==> src/logic/stc_pkg.sv <==
// Constants for the three-channel system timer: host port decode, control word fields,
// counting modes and clock figures.
// Assumes a 40 MHz core clock and a slow base oscillator that arrives as a plain pin.
// Contract
// Three counter channels 0..2 share the base oscillator; gates 0 and 1 always on.
// Channel 0 output drives interrupt request level zero as the system tick.
// Software sets channel 1 to a 15 us period; each period asks one refresh.
// Channel 2 gate follows bit 0 of the system control port at 61 hex.
// Channel 2 output waveform drives the speaker signal.
// Four host ports: three counter ports and one mode control port.
// The block answers host accesses from 040 to 05F hex inside 000..0FF.
package stc_pkg;
    // Host decode
    localparam logic [9:0] IO_BASE = 10'h040;
    localparam logic [9:0] IO_LAST = 10'h05F;
    localparam logic [9:0] IO_SYS_LAST = 10'h0FF;
    localparam logic [1:0] PORT_CTL = 2'h3;
    localparam logic [7:0] CTL_READ_VAL = 8'hFF;
    localparam int SCP_ADDR = 'h61;
    localparam int SCP_GATE_BIT = 0;
    localparam int NUM_CH = 3;

    // Control word fields
    localparam int CW_SEL_HI = 7;
    localparam int CW_SEL_LO = 6;
    localparam int CW_RW_HI = 5;
    localparam int CW_RW_LO = 4;
    localparam int CW_MODE_HI = 3;
    localparam int CW_MODE_LO = 1;
    localparam logic [1:0] RW_LATCH = 2'h0;
    localparam logic [1:0] RW_LSB = 2'h1;
    localparam logic [1:0] RW_MSB = 2'h2;
    localparam logic [1:0] RW_BOTH = 2'h3;

    // Counting modes
    localparam logic [2:0] MODE_TC_EVENT = 3'h0;
    localparam logic [2:0] MODE_ONESHOT = 3'h1;
    localparam logic [2:0] MODE_RATE = 3'h2;
    localparam logic [2:0] MODE_SQUARE = 3'h3;
    localparam logic [2:0] MODE_SW_STROBE = 3'h4;
    localparam logic [2:0] MODE_HW_STROBE = 3'h5;

    // Reset values
    localparam logic [15:0] CNT_RST = 16'h0000;
    localparam logic [2:0] MODE_RST = 3'h0;
    localparam logic [1:0] RW_RST = 2'h3;

    // Timing
    localparam int CORE_HZ = 40000000;
    localparam int OSC_HZ = 1190000;
    localparam int OSC_CYCLES = CORE_HZ / OSC_HZ;
    localparam int REFRESH_PERIOD_NS = 15000;
endpackage : stc_pkg

==> src/logic/stc_chan_if.sv <==
// Carrier between the timer top and one counter channel.
// Assumes all signals are synchronous to the core clock.
`timescale 1ns/1ps
interface stc_chan_if;
    logic ctl_wr;
    logic cnt_wr;
    logic cnt_rd;
    logic [7:0] wdata;
    logic tick;
    logic gate;
    logic [7:0] rdata;
    logic out;

    modport ctrl (
        output ctl_wr, cnt_wr, cnt_rd, wdata, tick, gate,
        input rdata, out
    );
    modport chan (
        input ctl_wr, cnt_wr, cnt_rd, wdata, tick, gate,
        output rdata, out
    );
endinterface : stc_chan_if

==> src/logic/stc_channel.sv <==
// One programmable 16-bit down counter with six counting modes, binary only.
// Assumes tick is a one-cycle strobe per rising base oscillator edge and gate is already synchronised.
`timescale 1ns/1ps
module stc_channel
    import stc_pkg::*;
(
    // Clock and reset
    input wire logic core_clk,
    input wire logic rstn,
    // Link to the top
    stc_chan_if.chan ch
);
    logic [2:0] mode_r;
    logic [1:0] rw_r;
    logic wr_msb_r;
    logic [15:0] reload_r;
    logic [15:0] cnt_r;
    logic run_r;
    logic pend_r;
    logic armed_r;
    logic out_r;
    logic trig_r;
    logic gate_d_r;
    logic rd_msb_r;
    logic latched_r;
    logic [15:0] latch_r;
    logic cfg;
    logic latch_cmd;
    logic full_wr;
    logic hw_mode;
    logic [15:0] start_val;
    logic [15:0] rd_src;

    assign cfg = ch.ctl_wr && ch.wdata[CW_RW_HI:CW_RW_LO] != RW_LATCH;
    assign latch_cmd = ch.ctl_wr && ch.wdata[CW_RW_HI:CW_RW_LO] == RW_LATCH;
    assign full_wr = ch.cnt_wr && (rw_r != RW_BOTH || wr_msb_r);
    assign hw_mode = mode_r == MODE_ONESHOT || mode_r == MODE_HW_STROBE;
    // Square wave halves run by twos, so the odd bit of the count is dropped
    assign start_val = (mode_r == MODE_SQUARE) ? {reload_r[15:1], 1'b0} : reload_r;

    // Programming: mode, access order and the count being written
    always_ff @(posedge core_clk or negedge rstn) begin
        if (!rstn) begin
            mode_r <= MODE_RST;
            rw_r <= RW_RST;
            wr_msb_r <= 1'b0;
            reload_r <= CNT_RST;
        end else if (cfg) begin
            mode_r <= (ch.wdata[3:2] == 2'h3) ? {1'b0, ch.wdata[2:1]} : ch.wdata[CW_MODE_HI:CW_MODE_LO];
            rw_r <= ch.wdata[CW_RW_HI:CW_RW_LO];
            wr_msb_r <= 1'b0;
        end else if (ch.cnt_wr) begin
            case (rw_r)
                RW_LSB: reload_r <= {8'h00, ch.wdata};
                RW_MSB: reload_r <= {ch.wdata, 8'h00};
                default: begin
                    if (wr_msb_r) begin
                        reload_r[15:8] <= ch.wdata;
                    end else begin
                        reload_r[7:0] <= ch.wdata;
                    end
                    wr_msb_r <= ~wr_msb_r;
                end
            endcase
        end
    end

    // Counting and output waveform
    always_ff @(posedge core_clk or negedge rstn) begin
        if (!rstn) begin
            cnt_r <= CNT_RST;
            run_r <= 1'b0;
            pend_r <= 1'b0;
            armed_r <= 1'b0;
            out_r <= 1'b0;
            trig_r <= 1'b0;
            gate_d_r <= 1'b0;
        end else begin
            gate_d_r <= ch.gate;
            if (cfg) begin
                run_r <= 1'b0;
                pend_r <= 1'b0;
                armed_r <= 1'b0;
                trig_r <= 1'b0;
                out_r <= ch.wdata[CW_MODE_HI:CW_MODE_LO] != MODE_TC_EVENT;
            end else begin
                if (full_wr) begin
                    pend_r <= 1'b1;
                    armed_r <= 1'b1;
                end
                if (ch.cnt_wr && mode_r == MODE_TC_EVENT) begin
                    run_r <= 1'b0;
                    out_r <= 1'b0;
                end
                if (ch.tick) begin
                    // A gate edge arriving on a tick is kept for the next one
                    trig_r <= ch.gate && !gate_d_r;
                    if ((pend_r && !hw_mode) || (armed_r && trig_r && mode_r != MODE_TC_EVENT
                            && mode_r != MODE_SW_STROBE)) begin
                        cnt_r <= start_val;
                        run_r <= 1'b1;
                        // A count completed on the load tick stays pending for the next one
                        pend_r <= full_wr;
                        out_r <= mode_r != MODE_TC_EVENT && mode_r != MODE_ONESHOT;
                    end else if (run_r && (ch.gate || hw_mode)) begin
                        case (mode_r)
                            MODE_RATE: begin
                                cnt_r <= (cnt_r == 16'h0001) ? reload_r : cnt_r - 16'h0001;
                                out_r <= cnt_r != 16'h0002;
                            end
                            MODE_SQUARE: begin
                                if (cnt_r == 16'h0002) begin
                                    out_r <= ~out_r;
                                    cnt_r <= start_val;
                                end else begin
                                    cnt_r <= cnt_r - 16'h0002;
                                end
                            end
                            MODE_SW_STROBE, MODE_HW_STROBE: begin
                                cnt_r <= cnt_r - 16'h0001;
                                if (!out_r) begin
                                    out_r <= 1'b1;
                                    run_r <= 1'b0;
                                end else if (cnt_r == 16'h0001) begin
                                    out_r <= 1'b0;
                                end
                            end
                            default: begin
                                cnt_r <= cnt_r - 16'h0001;
                                if (cnt_r == 16'h0001) begin
                                    out_r <= 1'b1;
                                end
                            end
                        endcase
                    end
                    // Rate and square modes idle high while the gate is low
                    if (!ch.gate && (mode_r == MODE_RATE || mode_r == MODE_SQUARE)) begin
                        out_r <= 1'b1;
                    end
                end else if (ch.gate && !gate_d_r) begin
                    trig_r <= 1'b1;
                end
            end
        end
    end

    // Read side: latch command and byte order
    always_ff @(posedge core_clk or negedge rstn) begin
        if (!rstn) begin
            latch_r <= CNT_RST;
            latched_r <= 1'b0;
            rd_msb_r <= 1'b0;
        end else if (cfg) begin
            latched_r <= 1'b0;
            rd_msb_r <= 1'b0;
        end else if (latch_cmd && !latched_r) begin
            latch_r <= cnt_r;
            latched_r <= 1'b1;
        end else if (ch.cnt_rd) begin
            if (rw_r == RW_BOTH) begin
                rd_msb_r <= ~rd_msb_r;
            end
            if (rw_r != RW_BOTH || rd_msb_r) begin
                latched_r <= 1'b0;
            end
        end
    end

    assign rd_src = latched_r ? latch_r : cnt_r;
    assign ch.rdata = (rw_r == RW_MSB || (rw_r == RW_BOTH && rd_msb_r)) ? rd_src[15:8] : rd_src[7:0];
    assign ch.out = out_r;

    a_gate_pause: assert property (@(posedge core_clk) disable iff (!rstn)
        run_r && !pend_r && !trig_r && !hw_mode && !ch.gate && !cfg
        |=> $stable(cnt_r))
        else $error("count moved while gate low");
endmodule : stc_channel

==> src/logic/stc_timer.sv <==
// Top of the three-channel system timer: host port decode, pin synchronisers,
// channel routing to the tick interrupt, refresh request and speaker.
// Assumes host strobes are one-cycle pulses on the core clock; pins are asynchronous.
`timescale 1ns/1ps
module stc_timer
    import stc_pkg::*;
(
    // Clock and reset
    input wire logic core_clk,
    input wire logic rstn,
    // Host I/O port
    input wire logic [9:0] io_addr,
    input wire logic io_wr,
    input wire logic io_rd,
    input wire logic [7:0] io_wdata,
    output logic [7:0] io_rdata,
    output logic io_rd_valid,
    // Pins
    input wire logic base_oscillator,
    input wire logic scp_tone_gate,
    // Outputs to the system
    output logic irq0,
    output logic refresh_req,
    output logic speaker
);
    logic [2:0] osc_sync_r;
    logic osc_lvl_r;
    logic tick_r;
    logic [2:0] gate_sync_r;
    logic gate_lvl_r;
    logic hit;
    logic [1:0] port;
    logic [7:0] io_rdata_r;
    logic io_rd_valid_r;
    logic irq0_r;
    logic refresh_req_r;
    logic ref_d_r;
    logic speaker_r;
    logic [7:0] ch_rdata [NUM_CH];
    logic ch_out [NUM_CH];

    stc_chan_if chif [NUM_CH] ();

    // Base oscillator: a level is accepted once the last two stages agree
    always_ff @(posedge core_clk or negedge rstn) begin
        if (!rstn) begin
            osc_sync_r <= 3'h0;
            osc_lvl_r <= 1'b0;
            tick_r <= 1'b0;
        end else begin
            osc_sync_r <= {osc_sync_r[1:0], base_oscillator};
            tick_r <= 1'b0;
            if (osc_sync_r[1] == osc_sync_r[2]) begin
                osc_lvl_r <= osc_sync_r[2];
                tick_r <= osc_sync_r[2] && !osc_lvl_r;
            end
        end
    end

    // Tone gate from the system control port, bit 0
    always_ff @(posedge core_clk or negedge rstn) begin
        if (!rstn) begin
            gate_sync_r <= 3'h0;
            gate_lvl_r <= 1'b0;
        end else begin
            gate_sync_r <= {gate_sync_r[1:0], scp_tone_gate};
            if (gate_sync_r[1] == gate_sync_r[2]) begin
                gate_lvl_r <= gate_sync_r[2];
            end
        end
    end

    // Decode: the 32-byte window aliases the four ports
    assign hit = io_addr >= IO_BASE && io_addr <= IO_LAST;
    assign port = io_addr[1:0];

    for (genvar i = 0; i < NUM_CH; i++) begin : g_ch
        assign chif[i].ctl_wr = io_wr && hit && port == PORT_CTL
            && io_wdata[CW_SEL_HI:CW_SEL_LO] == 2'(i);
        assign chif[i].cnt_wr = io_wr && hit && port == 2'(i);
        assign chif[i].cnt_rd = io_rd && hit && port == 2'(i);
        assign chif[i].wdata = io_wdata;
        assign chif[i].tick = tick_r;
        // Gates 0 and 1 are tied on
        assign chif[i].gate = (i == 2) ? gate_lvl_r : 1'b1;
        assign ch_rdata[i] = chif[i].rdata;
        assign ch_out[i] = chif[i].out;

        stc_channel u_ch (
            .core_clk(core_clk),
            .rstn(rstn),
            .ch(chif[i])
        );
    end

    // Host read answer one cycle after the strobe
    always_ff @(posedge core_clk or negedge rstn) begin
        if (!rstn) begin
            io_rdata_r <= 8'h00;
            io_rd_valid_r <= 1'b0;
        end else begin
            io_rd_valid_r <= io_rd && hit;
            if (io_rd && hit) begin
                case (port)
                    2'h0: io_rdata_r <= ch_rdata[0];
                    2'h1: io_rdata_r <= ch_rdata[1];
                    2'h2: io_rdata_r <= ch_rdata[2];
                    default: io_rdata_r <= CTL_READ_VAL;
                endcase
            end
        end
    end

    // System outputs
    always_ff @(posedge core_clk or negedge rstn) begin
        if (!rstn) begin
            irq0_r <= 1'b0;
            speaker_r <= 1'b0;
            ref_d_r <= 1'b0;
            refresh_req_r <= 1'b0;
        end else begin
            irq0_r <= ch_out[0];
            speaker_r <= ch_out[2];
            ref_d_r <= ch_out[1];
            // One refresh request per period of channel 1
            refresh_req_r <= ch_out[1] && !ref_d_r;
        end
    end

    assign io_rdata = io_rdata_r;
    assign io_rd_valid = io_rd_valid_r;
    assign irq0 = irq0_r;
    assign refresh_req = refresh_req_r;
    assign speaker = speaker_r;

    a_irq_follow: assert property (@(posedge core_clk) disable iff (!rstn)
        $rose(ch_out[0]) |=> irq0 ##1 $stable(irq0) || !ch_out[0])
        else $error("tick interrupt did not follow channel 0");

    a_spk_follow: assert property (@(posedge core_clk) disable iff (!rstn)
        ##1 speaker == $past(ch_out[2]))
        else $error("speaker does not follow channel 2");

    a_rd_answer: assert property (@(posedge core_clk) disable iff (!rstn)
        io_rd && io_addr >= IO_BASE && io_addr <= IO_LAST |=> io_rd_valid ##1 !io_rd_valid || $past(io_rd))
        else $error("read in timer range got no answer");

    a_rd_outside: assert property (@(posedge core_clk) disable iff (!rstn)
        io_rd && (io_addr < IO_BASE || io_addr > IO_LAST) |=> !io_rd_valid)
        else $error("read outside timer range answered");

    a_ctl_port: assert property (@(posedge core_clk) disable iff (!rstn)
        io_wr && io_addr[1:0] == 2'h3 && hit |-> !chif[0].cnt_wr && !chif[1].cnt_wr && !chif[2].cnt_wr)
        else $error("control write reached a counter port");

    a_tick_spacing: assert property (@(posedge core_clk) disable iff (!rstn)
        tick_r |=> !tick_r [*3])
        else $error("oscillator ticks too close");

    a_gate_sync: assert property (@(posedge core_clk) disable iff (!rstn)
        scp_tone_gate [*5] |-> gate_lvl_r ##1 chif[2].gate)
        else $error("tone gate did not follow the control port bit");

    // Routing guards; some hold by construction to catch later breakage
    a_refresh_once: assert property (@(posedge core_clk) disable iff (!rstn)
        refresh_req |=> !refresh_req)
        else $error("refresh request longer than one cycle");

    a_refresh_rise: assert property (@(posedge core_clk) disable iff (!rstn)
        $rose(ch_out[1]) |=> refresh_req)
        else $error("channel 1 rise gave no refresh request");

    a_irq_fall: assert property (@(posedge core_clk) disable iff (!rstn)
        $fell(ch_out[0]) |=> !irq0)
        else $error("tick interrupt did not drop with channel 0");

    a_rd_ctl_data: assert property (@(posedge core_clk) disable iff (!rstn)
        io_rd && hit && port == PORT_CTL |=> io_rdata == CTL_READ_VAL)
        else $error("control port read did not return the fixed value");

    a_rd_ch0_data: assert property (@(posedge core_clk) disable iff (!rstn)
        io_rd && hit && port == 2'h0 |=> io_rdata == $past(ch_rdata[0]))
        else $error("counter 0 read data lost");

    a_rd_ch1_data: assert property (@(posedge core_clk) disable iff (!rstn)
        io_rd && hit && port == 2'h1 |=> io_rdata == $past(ch_rdata[1]))
        else $error("counter 1 read data lost");

    a_rd_ch2_data: assert property (@(posedge core_clk) disable iff (!rstn)
        io_rd && hit && port == 2'h2 |=> io_rdata == $past(ch_rdata[2]))
        else $error("counter 2 read data lost");

    a_rdata_hold: assert property (@(posedge core_clk) disable iff (!rstn)
        !(io_rd && hit) |=> $stable(io_rdata))
        else $error("read data moved without an accepted read");

    a_wr_quiet: assert property (@(posedge core_clk) disable iff (!rstn)
        io_wr && !io_rd |=> !io_rd_valid)
        else $error("write produced a read answer");

    a_outside_quiet: assert property (@(posedge core_clk) disable iff (!rstn)
        io_wr && !hit |-> !chif[0].cnt_wr && !chif[1].cnt_wr && !chif[2].cnt_wr
            && !chif[0].ctl_wr && !chif[1].ctl_wr && !chif[2].ctl_wr)
        else $error("write outside timer range reached a channel");

    a_readback_ignored: assert property (@(posedge core_clk) disable iff (!rstn)
        io_wr && hit && port == PORT_CTL && io_wdata[CW_SEL_HI:CW_SEL_LO] == 2'h3
            |-> !chif[0].ctl_wr && !chif[1].ctl_wr && !chif[2].ctl_wr)
        else $error("read back control word reached a channel");

    a_ctl_onehot: assert property (@(posedge core_clk) disable iff (!rstn)
        $onehot0({chif[0].ctl_wr, chif[1].ctl_wr, chif[2].ctl_wr}))
        else $error("control word selected more than one channel");

    a_tick_level: assert property (@(posedge core_clk) disable iff (!rstn)
        tick_r |-> osc_lvl_r)
        else $error("tick without a high oscillator level");

    a_gates_tied: assert property (@(posedge core_clk) disable iff (!rstn)
        chif[0].gate && chif[1].gate)
        else $error("gate of channel 0 or 1 not held on");

    a_gate_low: assert property (@(posedge core_clk) disable iff (!rstn)
        !scp_tone_gate [*5] |-> !gate_lvl_r)
        else $error("tone gate stayed on after the control port bit cleared");
endmodule : stc_timer

==> config.mk <==
export PLATFORM = sky130hd
export DESIGN_NAME = stc_timer
export DESIGN_NICKNAME = d
export VERILOG_FILES = /design/src/logic/stc_pkg.sv /design/src/logic/stc_chan_if.sv /design/src/logic/stc_channel.sv /design/src/logic/stc_timer.sv
export SDC_FILE = /design/constraint.sdc
export NUM_CORES = 1
export LEC_CHECK = 0
export BUFFER_PORTS_ARGS = -buffer_cell sky130_fd_sc_hd__buf_2
export CAP_MARGIN = 15
export CELL_PAD_IN_SITES_DETAIL_PLACEMENT = 0
export CELL_PAD_IN_SITES_GLOBAL_PLACEMENT = 1
export CORE_ASPECT_RATIO = 2
export CORE_MARGIN = 2
export CORE_UTILIZATION = 49
export CTS_CLUSTER_DIAMETER = 200
export DETAILED_ROUTE_END_ITERATION = 12
export PLACE_DENSITY = 0.81
export SETUP_SLACK_MARGIN = 0.15
export SYNTH_ARGS = -nofsm -noshare
export SYNTH_HDL_FRONTEND = slang
export SYNTH_SLANG_ARGS = --single-unit
==> constraint.sdc <==
create_clock -name core_clk -period 2.8 [get_ports core_clk]
set_input_delay 0.42 -clock core_clk [delete_from_list [all_inputs] [get_ports core_clk]]
set_output_delay 0.42 -clock core_clk [all_outputs]
set_load 0.1 [all_outputs]
==> flow_metrics.tcl, run 1 <==
set metrics [dict create \
    outcome "finished, final reports clean" \
    r2r_depth 7 \
    power.density_cell_area_mw_per_mm2 763.0 \
    drcViolationCount 0 \
    ys_seq_elements 207 \
    cells_along_the_critical_path "buf_4 -> nor2_1 -> and3_1 -> nand3_2 -> o22ai_1 -> a22oi_1 -> o211ai_1" \
    avgRoutedWirePerCell_um 22.95 \
    numClockSinks 207 \
    final_clock_period_utilization_by_the_worst_path_pct 91.22 \
    final_cell_area_mm2 0.01476 \
    max_slew_headroom_at_the_worst_pin_pct 42.73 \
    delay_of_the_slowest_cell_on_the_worst_path_ns 0.44 \
    grtUsageTotal_pct 31.91 \
    port_buffers 32 \
    placed_cells 1821 \
    worstSkewPairLatency_ns 0.52 \
    crit_slowest_cell "and3_1" \
    clkSlewWorstSetupHoldPaths_ns 0.06 \
    worst_path_dominant_cell_family "simple AND/OR/NAND/NOR gates" \
    postLayoutCoreUtil_pct 57.78 \
    syn_inst 1389 \
    top_library_cells_by_usage_in_the_layout_fill_and_taps_aside "nand2_1 (205), dfrtp_1 (201), buf_4 (145)" \
    min_period_ns 2.554 \
    grt_max_degree 86 \
    final_antenna_net_count 0 \
    syn-num-nets 1446 \
    fillerInstances 2365 \
    post_drt_via_cell_ratio 6.177 \
    ys_types 92 \
    mostFrequentLayoutCell "nand2_1" \
    m2_gr_usage_pct 59.28 \
    comb_power_share_pct 38.7 \
    cts_max_level 1 \
    synth_compound_area_share_pct 19.30 \
    finClkSkew_ns 0.01204 \
    worst_hold_slack_ns 0.01335 \
    core.rowCount 83 \
    drtPass1Iterations 5 \
    max-cap-violations 0 \
    post_synth_fa_ha_maj_area_fraction_pct 3.431 \
    insertedDiodeCount 0 \
    critPathKind "reg2reg" \
    cell_internal_pwr_mw 6.882 \
    post_synth.cell_area_avg_um2 9.084 \
    grt-busiest-layer "met2" \
    synth.mux.area_fraction_pct 9.281 \
    fp.dieH_um 230.9 \
    synth-edff-count 0 \
    report.power.total_mw 11.26 \
    tritoncts_clock_tree "yes" \
    worst-endpoint-arrival_ns 2.97 \
    synth_warnings 0 \
    achievable-frequency_mhz 391.5 \
    final_nets 1562 \
    grt_use_met1_pct 32.30 \
    synth_top_family_by_area "simple AND/OR/NAND/NOR gates" \
    critPathCaptureType "register" \
    clk_path_buf_depth 3 \
    floorplan.core_area_mm2 0.02555 \
    first_pass_grt_wire_length_um 66830 \
    async_reset_ff_share_pct 100.0 \
    post_synthesis_share_of_cell_area_spent_on_and_or_nand_and_nor_gates_pct 20.63 \
    antenna_found_initial 0 \
    transition_time_of_the_tightest_slew_check_pin_ns 0.8534 \
    finalSetupViolations 0 \
    root_buffer "clkbuf_16" \
    sw_frac_of_total_pct 38.90 \
    drt_first_iter_violations 735 \
    grt-ovfl-total 0 \
    design.die.area_mm2 0.02713 \
    clock_power_share_pct 27.1 \
    globalRouteMet3Util_pct 3.039 \
    mappedNetlistArea_mm2 0.01262 \
    final_max_slew_violation_count 0 \
    final_cell_count_no_fill 1859 \
    start_kind "register" \
    critical_path.n_buffers_inverters 1 \
    power.sequential.fraction_pct 34.2 \
    post_route_cells_drive_above_1_share_pct 21.59 \
    synth-xor-area-share_pct 1.596 \
    timing.hold.worst.class "in2reg" \
    p_leak_nw 6.523 \
    cp_num_cells 7 \
    place.gp.congestion 0.9607 \
    placedInstanceArea_mm2 0.01399 \
    path_max_fanout 9 \
    route.final.wire_length_um 42660 \
    switching_power_of_the_nets_mw 4.381 \
    vdd.ir_drop.worst_mv 0.4498 \
    die_x_extent_um 117.5 \
    ys_seq_area_share_pct 41.11 \
    initial_util_pct 49.39 \
    detailroute.via_count 11483 \
    rsz0062_at_grt "true" \
    via_count_of_the_first_global_routing_pass 11900 \
    ioPinCount 36 \
    hold_violations 0 \
    crit_required_ns 3.22 \
    tritoncts.num_buffers 21 \
    hold_path_depth 1 \
    dpl.hpwl_um 33130 \
    area_growth_pct 16.98 \
    synth_top_flop_cell "dfrtp_1" \
]
[state kept, by name, summed over array words and instances, names as in the netlist, 6 cells and up]
| register | cells |
|---|---|
| g_ch.u_ch.cnt_r | 48 |
| g_ch.u_ch.rw_r | 6 |
| io_rdata | 8 |
| g_ch.u_ch.reload_r | 48 |
| g_ch.u_ch.latch_r | 48 |
| g_ch.u_ch.mode_r | 9 |
[layout make-up]
type	instances	area, um^2	area share, %
multi-input cells	1037	6889	46.67
flip-flops and latches	207	5187	35.14
repair buffers	180	1309	8.867
clock buffers	28	581.8	3.942
well taps	340	425.4	2.882
inverters	58	217.7	1.475
clock inverters	9	150.1	1.017
[Yosys cell counts (13+ instances only)]
| cell | n | area (um^2) |
|---|---|---|
| xor2_1 | 13 | 113.9 |
| ha_1 | 33 | 412.9 |
| nor3_1 | 34 | 170.2 |
| a21oi_1 | 61 | 305.3 |
| nand3_1 | 49 | 245.2 |
| nand2b_1 | 14 | 87.58 |
| o21ai_0 | 126 | 630.6 |
| clkbuf_1 | 59 | 221.5 |
| nor2_1 | 83 | 311.6 |
| mux4_2 | 24 | 540.5 |
| nand4_1 | 22 | 137.6 |
| mux2_2 | 48 | 540.5 |
| nand2_1 | 205 | 769.5 |
| dfrtp_1 | 201 | 5030 |
| a31oi_1 | 23 | 143.9 |
| o211ai_1 | 16 | 120.1 |
| buf_2 | 13 | 65.06 |
| o22ai_1 | 28 | 175.2 |
| inv_1 | 56 | 210.2 |
[cell families (layout without fill, tap and decap cells)]
family | after synthesis | count (layout)
AOI/OAI and AO/OA | 375 | 375
other | 1 | 1
xor gates and xnor gates | 23 | 23
muxes | 81 | 81
DFF | 207 | 207
adders and majority gates | 35 | 35
buffers and inverters | 145 | 275
and+or+nand+nor | 522 | 522
[metrics by stage]
| stage | setup WS [ns] | TNS (ns) |
|---|---|---|
| finish | 0.2459 | 0 |
| global route | 0.1297 | 0 |
| CTS | 0.1515 | 0 |
| detailed placement | -0.006248 | -0.006248 |
| global placement | 0.01541 | 0 |
| floorplan | 0.3104 | 0 |
[per-layer routing]
layer  up-vias  wire, um
met5         -         0
met4         0      3957
met3       158      1715
met2       385     22430
met1      5612     14560
li1       5328         -
[repair_timing]
item | in CTS | in global routing
hold buffers | 1 | 0
buffers inserted | 0 | 0
gates resized for setup | 0 | 4
endpoints found under the setup margin | 0 | 13
endpoints found under the hold margin | 75 | 0
[path summary, 6_finish.rpt]
path                                           to                  start  slack (ns)
hold reg to reg                     osc_sync_r[1]          osc_sync_r[0]        0.35
hold / removal                      osc_sync_r[0]        base_oscillator        0.01
min in group asynchronous   g_ch[1].u_ch.cnt_r[9]                   rstn        0.49
max in group asynchronous    g_ch[1].u_ch.rw_r[1]                   rstn        1.47
setup / recovery           g_ch[0].u_ch.cnt_r[13]  g_ch[0].u_ch.cnt_r[2]        0.25
setup reg to reg           g_ch[0].u_ch.cnt_r[13]  g_ch[0].u_ch.cnt_r[2]        0.25
[power groups by stage]
stage          sequential, mW  clock [mW]  combinational [mW]
2_1_floorplan            4.10           0                2.35
3_3_place_gp             3.88           0                4.26
3_5_place_dp             3.89           0                4.29
4_1_cts                  3.84        3.10                4.31
5_1_grt                  3.90        3.21                4.69
6_report                 3.85        3.06                4.36
Power figures use the tool's default switching activity.
==> run 2: changes to the inputs <==
- CORE_MARGIN: 2 -> not set
- CORE_UTILIZATION: 49 -> 25
- PLACE_DENSITY: 0.81 -> 0.48
- REMOVE_ABC_BUFFERS: not set -> 1
==> run 2 against run 1 <==
Net effect:
- worst setup slack better by 0.054 ns
- count of clock-buffer cells in the layout is 6 higher
- routed wire length is 22% higher
- cell area is 4.5% higher
- combinational power is 4.8% higher
- clock skew is 0.0021 ns higher
- register-to-register slack better by 0.05 ns
- core utilization is 27 points lower
- non-clock buffer count is 15 higher
- largest cell class unchanged
- total power is 4.9% higher
==> flow_metrics.tcl, run 2 (synthesis gave the netlist of run 1 again) <==
set metrics [dict create \
    outcome "finished, final reports clean" \
    m2_gr_usage_pct 40.20 \
    post_drt_via_cell_ratio 5.231 \
    layout_top_registers "g_ch.u_ch.cnt_r x48, g_ch.u_ch.latch_r x48, g_ch.u_ch.reload_r x48" \
    max_slew_headroom_at_the_worst_pin_pct 35.14 \
    mostFrequentLayoutCell "nand2_1" \
    placedInstanceArea_mm2 0.01450 \
    grtUsageTotal_pct 20.42 \
    detailroute.via_count 11456 \
    numClockSinks 207 \
    design.die.area_mm2 0.05143 \
    place.gp.congestion 0.9157 \
    tritoncts.num_buffers 24 \
    delay_of_the_slowest_cell_on_the_worst_path_ns 0.48 \
    final_antenna_net_count 0 \
    vdd.ir_drop.worst_mv 0.4312 \
    final_cell_area_mm2 0.01542 \
    tritoncts_clock_tree "yes" \
    root_buffer "clkbuf_16" \
    port_buffers 32 \
    rsz0062_at_grt "false" \
    finalSetupViolations 0 \
    clk_path_buf_depth 3 \
    crit_slowest_cell "dfrtp_1" \
    clkSlewWorstSetupHoldPaths_ns 0.07 \
    start_kind "register" \
    first_pass_grt_wire_length_um 78000 \
    drcViolationCount 0 \
    worstSkewPairLatency_ns 0.54 \
    grt_use_met1_pct 19.88 \
    initial_util_pct 25.27 \
    worst_path_dominant_cell_family "simple AND/OR/NAND/NOR gates" \
    drt_first_iter_violations 513 \
    final_nets 1580 \
    max-cap-violations 0 \
    antenna_found_initial 1 \
    ioPinCount 36 \
    placed_cells 2138 \
    globalRouteMet3Util_pct 1.932 \
    die_x_extent_um 160.9 \
    cts_max_level 1 \
    grt-ovfl-total 0 \
    via_count_of_the_first_global_routing_pass 12000 \
    transition_time_of_the_tightest_slew_check_pin_ns 0.9665 \
    crit_required_ns 3.26 \
    final_cell_count_no_fill 2190 \
    achievable-frequency_mhz 399.9 \
    grt-busiest-layer "met2" \
    path_max_fanout 8 \
    route.final.wire_length_um 52020 \
    critPathCaptureType "register" \
    finClkSkew_ns 0.01415 \
    final_max_slew_violation_count 0 \
    post_route_cells_drive_above_1_share_pct 22.71 \
    hold_violations 0 \
    insertedDiodeCount 0 \
    dpl.hpwl_um 40710 \
    p_leak_nw 6.662 \
    cells_along_the_critical_path "nor4_2 -> buf_4 -> nand4_1 -> o41ai_4 -> and2_1 -> buf_4 -> a32oi_1 -> a32oi_1" \
    min_period_ns 2.500 \
    postLayoutCoreUtil_pct 30.88 \
    power.density_cell_area_mw_per_mm2 766.6 \
    fp.dieH_um 319.7 \
    area_growth_pct 22.18 \
    avgRoutedWirePerCell_um 23.75 \
    timing.hold.worst.class "in2reg" \
    worst-endpoint-arrival_ns 2.96 \
    core.rowCount 116 \
    top_library_cells_by_usage_in_the_layout_fill_and_taps_aside "nand2_1 (205), dfrtp_1 (201), buf_4 (153)" \
    grt_max_degree 74 \
    drtPass1Iterations 5 \
    critPathKind "reg2reg" \
    final_clock_period_utilization_by_the_worst_path_pct 89.30 \
    floorplan.core_area_mm2 0.04993 \
    critical_path.n_buffers_inverters 2 \
]
-- run 2: cell count changes in the layout (fill, tap and decap cells not counted), sizes merged --
cell         before  now
buf             179  192
dlygate4sd3       1    3
clkinvlp          2    3
clkinv            5    7
clkbuf           28   34
bufinv            4    2
-- run 2: metal layers --
metal,vias to the layer above,wire length [um]
met4,2,3530
met1,5730,18050
met5,-,13
met2,259,29010
met3,120,1409
li1,5345,-
-- run 2: path summary, 6_finish.rpt --
check	from	end	slack, ns	cells past startpoint
worst min register to register	osc_sync_r[0]	osc_sync_r[1]	0.35	0
worst max register to register	g_ch[2].u_ch.cnt_r[9]	g_ch[2].u_ch.cnt_r[10]	0.30	8
min in group asynchronous	rstn	g_ch[0].u_ch.cnt_r[4]	0.45	2
max in group asynchronous	rstn	g_ch[0].u_ch.rw_r[0]	1.56	3
worst max-delay path	g_ch[2].u_ch.cnt_r[9]	g_ch[2].u_ch.cnt_r[10]	0.30	8
worst min-delay path	io_wdata[7]	g_ch[2].u_ch.reload_r[15]	0.18	3
-- run 2: worst min-delay path, delay by kind of cell --
kind / cells / cell delay, ns
buffers and inverters: 1 / 0.14
AND/OR/NAND/NOR: 1 / 0.06
AO/OA/AOI/OAI: 1 / 0.06
-- run 2: timing repair --
action                                  4_1_cts  5_1_grt
endpoints found under the setup margin        0        7
endpoints found under the hold margin        70        0
setup buffers                                 0        4
resized for setup                             0        5
hold buffers                                  3        0
-- run 2: stage by stage --
step                      setup WS [ns]  setup TNS, ns  hold slack, ns  power (mW)
after floorplan                 -0.1846        -0.5835          0.1244       6.343
after global placement          0.06480              0          0.3343       8.465
after detailed placement        0.05385              0          0.3393       8.464
after CTS                        0.2389              0          0.1602       11.94
after global routing             0.1528              0          0.1841       12.43
final                            0.2996              0          0.1815       11.82
-- run 2: where the power goes --
part | switching (mW) | internal [mW] | total, mW | leakage (nW)
registers | 0.459 | 3.39 | 3.85 | 2.62
clock network | 1.41 | 1.98 | 3.39 | 0.403
logic | 2.84 | 1.74 | 4.57 | 3.64
-- run 2: area by class of cell --
type                       count  area (um^2)
fill                        5316        34510
multi-input combinational   1037         6880
sequential                   207         5187
timing repair buffer         195         1489
tap                          649        812.0
clock buffer                  34        719.4
inverter                      58        217.7
clock inverter                10        111.4
